==> src/core/srl_map.vh <==
// register offsets, field positions and reset values of the set/reset latch unit
`ifndef SRL_MAP_VH
`define SRL_MAP_VH

// =====================================================================
// register byte offsets
`define SRL_CTRL_OFS 12'h000
`define SRL_SRC_OFS 12'h004
`define SRL_STAT_OFS 12'h008

// =====================================================================
// latch_control fields
`define SRL_EN_BIT 7
`define SRL_DIV_HI 6
`define SRL_DIV_LO 4
`define SRL_QEN_BIT 3
`define SRL_NQEN_BIT 2
`define SRL_PS_BIT 1
`define SRL_PR_BIT 0

// =====================================================================
// latch_source_select fields
`define SRL_S_PIN_BIT 7
`define SRL_S_CLK_BIT 6
`define SRL_S_C2_BIT 5
`define SRL_S_C1_BIT 4
`define SRL_R_PIN_BIT 3
`define SRL_R_CLK_BIT 2
`define SRL_R_C2_BIT 1
`define SRL_R_C1_BIT 0

// =====================================================================
// reset values
`define SRL_CTRL_RST 8'h00
`define SRL_SRC_RST 8'h00

// =====================================================================
// divider: period is 4 shifted left by the code
`define SRL_DIV_BASE_LOG2 2
`define SRL_DIV_CNT_W 9

`endif

==> src/core/srl_latch_unit.v <==
// set/reset latch unit with selectable sources, pulse clock divider and apb registers
// Overview of operation
// - latch runs only while enable bit is one
// - divider code picks pulse period four to 512
// - true output driven to pin when enabled
// - inverted output driven to pin when enabled
// - soft set bit pulses set, reads zero
// - soft reset bit pulses reset, reads zero
// - external pin level sets latch when enabled
// - divided clock pulses set input when enabled
// - comparator two sets latch when enabled
// - comparator one sets latch when enabled
// - external pin resets latch when enabled
// - divided clock pulses reset input when enabled
// - comparator two resets latch when enabled
// - comparator one resets latch when enabled
// - reset wins when set and reset both high
// - all set and reset inputs active high
// - soft pulse bits clear themselves after one write
//
// Local design decisions: the register addresses and the APB slave port.
`timescale 1ns/1ns
`include "srl_map.vh"

module srl_latch_unit #(
    parameter CLK_HZ = 25000000
) (
    // clock, reset, clock enable
    input wire mclk_i,
    input wire rst_i,
    input wire ce_i,
    // apb slave
    input wire psel_i,
    input wire penable_i,
    input wire pwrite_i,
    input wire [11:0] paddr_i,
    input wire [31:0] pwdata_i,
    input wire [3:0] pstrb_i,
    output wire pready_o,
    output reg [31:0] prdata_o,
    output wire pslverr_o,
    // set/reset sources
    input wire external_interrupt_pin_i,
    input wire comparator_one_i,
    input wire comparator_two_i,
    // latch outputs
    output wire latch_q_o,
    output wire latch_qn_o,
    output wire true_output_pin_o,
    output wire true_output_pin_oe_o,
    output wire inverted_output_pin_o,
    output wire inverted_output_pin_oe_o
);

    // =====================================================================
    // functions

    // one-hot of the selected divider period minus one, used as a count limit
    function [`SRL_DIV_CNT_W-1:0] srl_div_last;
        input [2:0] code;
        reg [`SRL_DIV_CNT_W-1:0] one;
        begin
            one = {{(`SRL_DIV_CNT_W-1){1'b0}}, 1'b1};
            srl_div_last = (one << (code + `SRL_DIV_BASE_LOG2)) - one;
        end
    endfunction

    function srl_hit;
        input [11:0] addr;
        input [11:0] ofs;
        begin
            srl_hit = (addr[11:2] == ofs[11:2]);
        end
    endfunction

    // =====================================================================
    // pin synchronisers

    reg [2:0] sync1_q;
    reg [2:0] sync2_q;
    wire pin_s;
    wire cmp1_s;
    wire cmp2_s;

    always @(posedge mclk_i) begin
        if (rst_i) begin
            sync1_q <= 3'h0;
            sync2_q <= 3'h0;
        end else if (ce_i) begin
            sync1_q <= {comparator_two_i, comparator_one_i, external_interrupt_pin_i};
            sync2_q <= sync1_q;
        end
    end

    assign pin_s = sync2_q[0];
    assign cmp1_s = sync2_q[1];
    assign cmp2_s = sync2_q[2];

    // =====================================================================
    // registers

    reg [7:0] ctrl_q;
    reg [7:0] src_q;
    reg soft_set_q;
    reg soft_rst_q;
    wire wr_en;
    wire rd_en;
    wire addr_ok;

    wire latch_unit_enable = ctrl_q[`SRL_EN_BIT];
    wire [2:0] pulse_clock_divider = ctrl_q[`SRL_DIV_HI:`SRL_DIV_LO];
    wire true_output_pin_enable = ctrl_q[`SRL_QEN_BIT];
    wire inverted_output_pin_enable = ctrl_q[`SRL_NQEN_BIT];

    assign addr_ok = srl_hit(paddr_i, `SRL_CTRL_OFS) || srl_hit(paddr_i, `SRL_SRC_OFS)
        || srl_hit(paddr_i, `SRL_STAT_OFS);
    assign pready_o = 1'b1;
    assign pslverr_o = psel_i && penable_i && !addr_ok;
    assign wr_en = psel_i && penable_i && pwrite_i && ce_i && pstrb_i[0];
    assign rd_en = psel_i && !penable_i && !pwrite_i && ce_i;

    always @(posedge mclk_i) begin
        if (rst_i) begin
            ctrl_q <= `SRL_CTRL_RST;
            src_q <= `SRL_SRC_RST;
            soft_set_q <= 1'b0;
            soft_rst_q <= 1'b0;
        end else if (ce_i) begin
            // pulse bits are never stored: one cycle, then gone
            soft_set_q <= 1'b0;
            soft_rst_q <= 1'b0;
            if (wr_en && srl_hit(paddr_i, `SRL_CTRL_OFS)) begin
                ctrl_q <= {pwdata_i[7:2], 2'b00};
                soft_set_q <= pwdata_i[`SRL_PS_BIT];
                soft_rst_q <= pwdata_i[`SRL_PR_BIT];
            end else if (wr_en && srl_hit(paddr_i, `SRL_SRC_OFS)) begin
                src_q <= pwdata_i[7:0];
            end
        end
    end

    // =====================================================================
    // pulse clock divider

    reg [`SRL_DIV_CNT_W-1:0] div_cnt_q;
    reg div_pulse_q;

    // divider free-runs only while enabled; a code change mid-period may give
    // one short period, which software is expected to avoid
    always @(posedge mclk_i) begin
        if (rst_i) begin
            div_cnt_q <= {`SRL_DIV_CNT_W{1'b0}};
            div_pulse_q <= 1'b0;
        end else if (ce_i) begin
            if (!latch_unit_enable) begin
                div_cnt_q <= {`SRL_DIV_CNT_W{1'b0}};
                div_pulse_q <= 1'b0;
            end else if (div_cnt_q >= srl_div_last(pulse_clock_divider)) begin
                div_cnt_q <= {`SRL_DIV_CNT_W{1'b0}};
                div_pulse_q <= 1'b1;
            end else begin
                div_cnt_q <= div_cnt_q + {{(`SRL_DIV_CNT_W-1){1'b0}}, 1'b1};
                div_pulse_q <= 1'b0;
            end
        end
    end

    // =====================================================================
    // set/reset gathering and the latch

    wire set_in;
    wire rst_in;
    reg latch_q;

    // all sources active high; pin, clock and comparators gated by src_q, soft pulses ungated, all ored
    assign set_in = (src_q[`SRL_S_PIN_BIT] & pin_s)
        | (src_q[`SRL_S_CLK_BIT] & div_pulse_q)
        | (src_q[`SRL_S_C2_BIT] & cmp2_s)
        | (src_q[`SRL_S_C1_BIT] & cmp1_s)
        | soft_set_q;
    assign rst_in = (src_q[`SRL_R_PIN_BIT] & pin_s)
        | (src_q[`SRL_R_CLK_BIT] & div_pulse_q)
        | (src_q[`SRL_R_C2_BIT] & cmp2_s)
        | (src_q[`SRL_R_C1_BIT] & cmp1_s)
        | soft_rst_q;

    // the latch keeps its state through rst_i on purpose: device reset does not
    // initialise it; it starts at zero only so simulation has a known value
    initial latch_q = 1'b0;

    always @(posedge mclk_i) begin
        if (ce_i && latch_unit_enable) begin
            if (rst_in) begin
                latch_q <= 1'b0;
            end else if (set_in) begin
                latch_q <= 1'b1;
            end
        end
    end

    assign latch_q_o = latch_q;
    assign latch_qn_o = ~latch_q;
    assign true_output_pin_o = latch_q;
    assign true_output_pin_oe_o = latch_unit_enable & true_output_pin_enable;
    assign inverted_output_pin_o = ~latch_q;
    assign inverted_output_pin_oe_o = latch_unit_enable & inverted_output_pin_enable;

    // =====================================================================
    // read data

    always @(posedge mclk_i) begin
        if (rst_i) begin
            prdata_o <= 32'h0;
        end else if (rd_en) begin
            if (srl_hit(paddr_i, `SRL_CTRL_OFS)) begin
                prdata_o <= {24'h0, ctrl_q};
            end else if (srl_hit(paddr_i, `SRL_SRC_OFS)) begin
                prdata_o <= {24'h0, src_q};
            end else if (srl_hit(paddr_i, `SRL_STAT_OFS)) begin
                prdata_o <= {28'h0, set_in, rst_in, div_pulse_q, latch_q};
            end else begin
                prdata_o <= 32'h0;
            end
        end
    end

endmodule // srl_latch_unit

==> config.mk <==
export PLATFORM = sky130hd
export DESIGN_NAME = srl_latch_unit
export DESIGN_NICKNAME = d
export VERILOG_FILES = /design/src/core/srl_latch_unit.v
export VERILOG_INCLUDE_DIRS = /design/src /design/src/core
export SDC_FILE = /design/constraint.sdc
export NUM_CORES = 1
export LEC_CHECK = 0
export ABC_AREA = 0
export BUFFER_PORTS_ARGS = -buffer_cell sky130_fd_sc_hd__buf_2
export CORE_ASPECT_RATIO = 1.2
export CORE_MARGIN = 4
export CORE_UTILIZATION = 49
export DETAILED_ROUTE_END_ITERATION = 16
export GPL_TIMING_DRIVEN = 1
export MAX_ROUTING_LAYER = met4
export PLACE_DENSITY = 0.84
export SYNTH_ARGS = -nofsm -noshare
export SYNTH_HDL_FRONTEND = slang
export SYNTH_SLANG_ARGS = --single-unit
==> constraint.sdc <==
create_clock -name mclk_i -period 3.8 [get_ports mclk_i]
set_input_delay 0 -clock mclk_i [delete_from_list [all_inputs] [get_ports mclk_i]]
set_output_delay 0 -clock mclk_i [all_outputs]
set_load 0.02 [all_outputs]
==> impl_metrics.ini <==
[clock_network]
cts_buffers = 5
post_cts_buffers = 0
clock_path_buffers = 2
tritoncts = yes
clock_latency_ps = 300
htree_num_levels = 2
clk_pin_slew_ps = 80
clock-root-buffer = clkbuf_8
cts_sinks = 41

[critical_path]
path_max_fanout = 12
cp-end-kind = flop
path_class = reg -> reg
critical_path_arrival_ps = 3580
r2r_start = ctrl_q[5]$_SDFFE_PP0P_
startpoint_type = flop
reg2reg_to = div_cnt_q[2]$_SDFFE_PP0P_
reg2reg_depth = 13
crit_start = ctrl_q[5]$_SDFFE_PP0P_
reg2reg_slack_ps = 400
cp.required_ps = 3980

[place]
dp_hpwl_mm = 3.99
routabilityCongestion = 0.809
io_buffers = 42
place_ws_ps = 301

[final_layout]
fillers = 409
drive_gt1_frac = 0.185
antenna_cells = 0
layout_common_cells = buf_2, dfxtp_1, nor2_1
syn_to_final_growth_pct = 13.8
layout_commonest_cell = buf_2
final_nets = 413

[floorplan]
coreArea_mm2 = 0.00473
die-area_mm2 = 0.00620
die_w_um = 72.5
start_util = 0.518
die_h_um = 85.5
fp-row-count = 27
ioPinCount = 97

[sta]
rsz0062_at_grt = false
slew_viol_final = 0
final.min_clock_period_ps = 3400
post-route-period-util = 0.895
finalClockSkew_ps = 10.2
tightestPinTransition_ps = 652
slew_headroom = 0.562
max_freq_mhz = 294
finalWorstSetupSlack_ps = 397
hold_viol = 0
setup_viol = 0
tns_ps = 0

[synth]
ys_async_sr_fraction = 0
syn_avg_cell_area_um2 = 8.42
ys_seq_elements = 41
yosysSeqAreaShare = 0.339
synth_cells = 291
synth_edf_count = 1
synthFlopType = dfxtp_1
synth_area_mm2 = 0.00245
yosysUniqueCellTypes = 45
synth_warnings = 0

[global_routing]
grt_usage = 0.198
grt_pass1_wl_mm = 9.67
grt-ovfl-total = 0
grt_pass1_vias = 2101
grt_max_degree = 35
antenna_found_initial = 0

[routing]
routedWlPerCell_um = 14.6
drc = 0
drt.antenna.violating_nets = 0
routed_wl_mm = 5.79
vias = 2170
dr.pass1.iters = 4
viasPerCell = 5.45
first_iter_violations = 178

[run]
maxCapViolCount = 0

[power_and_ir_drop]
peakVddDrop_uv = 277
total_power_w = 0.000886
p_per_area_mw_per_mm2 = 318
power_leakage_nw = 1.15

[min_path]
holdPathEnd = prdata_o[6]$_SDFFE_PP0P_
hold_path_startpoint = pwrite_i
holdCritPathClass = in -> reg
hold_depth = 4

[run_status]
outcome = complete, no violations
==> layout make-up <==
cell class / instances / area [um2] / area share
multi-input combinational: 230 / 1410 / 0.504
sequential: 41 / 832 / 0.298
timing repair buffer: 55 / 335 / 0.120
clock buffer: 6 / 82.6 / 0.0296
tap: 58 / 72.6 / 0.0260
clock inverter: 2 / 37.5 / 0.0135
inverter: 6 / 22.5 / 0.00808
==> where the power goes <==
group          switching, W  leakage (nW)  internal [W]
Combinational     0.0000517         0.766     0.0000254
Sequential       0.00000251         0.329      0.000434
Clock              0.000158        0.0574      0.000214
Total              0.000212          1.15      0.000673
==> logic make-up (layout without fill, tap and decap cells) <==
family,Yosys count,in the layout,synth area share
muxes,16,16,0.0664
DFF,41,41,0.339
AOI/OAI and AO/OA,49,49,0.123
buffers and inverters,43,69,0.122
other,2,25,0.00307
and+or+nand+nor,118,118,0.242
adders and majority gates,17,17,0.0868
xor gates and xnor gates,5,5,0.0179
==> metal layers <==
layer  wire length, um  share of wire  global-route usage  vias up
met5                 0              0                   -        -
met4                80          0.014              0.0688        0
met3               339          0.059              0.0403        8
met2              3030           0.52               0.328       74
met1              2340           0.40               0.235     1016
li1                  -              -                   -     1072
==> registers in the layout (all words and copies together), names as in the netlist <==
register	flops
div_cnt_q	9
prdata_o	8
src_q	8
ctrl_q	6
sync1_q	3
sync2_q	3
div_pulse_q	1
latch_q_o	1
soft_rst_q	1
soft_set_q	1
==> metrics by stage <==
| step | std cells | area, um2 | utilization | hold slack (ps) |
|---|---|---|---|---|
| CTS | 398 | 2790 | 0.589 | 99.0 |
| global route | 398 | 2790 | 0.590 | 147 |
| finish | 398 | 2790 | 0.590 | 99.1 |
| floorplan | 314 | 2540 | - | 126 |
| detailed placement | 379 | 2560 | 0.541 | 244 |
| global placement | 379 | 2560 | 0.541 | 234 |
==> critical path, cell delays in order, from the launching register on <==
cell,delay [ps]
dfxtp_2,430
inv_1,110
ha_1,370
or4b_4,540
ha_1,220
o21ai_0,220
xnor2_1,110
ha_1,300
nand4_1,170
a211oi_2,310
nor3_2,80
buf_4,180
a31oi_1,180
a31oi_1,60
==> repair_timing <==
item | 4_1_cts | 5_1_grt
hold buffers | 11 | 0
resized for setup | 0 | 1
endpoints found under the hold margin | 18 | 0
setup endpoints to repair | 0 | 9
==> cell usage after synthesis, types with 2 or more instances <==
cell type	n	area share
mux2i_1	14	0.057
dfxtp_1	40	0.33
a222oi_1	2	0.0082
and3_1	3	0.0077
ha_1	17	0.087
conb_1	2	0.0031
nor3_1	8	0.016
and2_1	4	0.010
nor4_1	5	0.013
a21oi_1	18	0.037
xor2_1	3	0.011
or3_1	2	0.0051
xnor2_1	2	0.0072
a31oi_1	10	0.026
a22oi_1	2	0.0061
inv_1	6	0.0092
a211oi_1	4	0.012
buf_4	27	0.083
nand4_1	2	0.0051
nor2_1	32	0.049
o21ai_0	9	0.018
nand2_1	27	0.041
mux2_2	2	0.0092
clkbuf_1	8	0.012
nor2b_1	4	0.010
or4_1	2	0.0061
nand3_1	17	0.035
nand2b_1	2	0.0051
==> worst max-delay path by stage <==
stage / to / slack, ps
finish: div_cnt_q[2]$_SDFFE_PP0P_ / 400
global placement: div_cnt_q[1]$_SDFFE_PP0P_ / 370
detailed placement: div_cnt_q[1]$_SDFFE_PP0P_ / 300
CTS: div_cnt_q[1]$_SDFFE_PP0P_ / 270
floorplan: div_cnt_q[3]$_SDFFE_PP0P_ / 600
global route: div_cnt_q[4]$_SDFFE_PP0P_ / 90
Note: power is estimated with default switching activity, not from simulation.
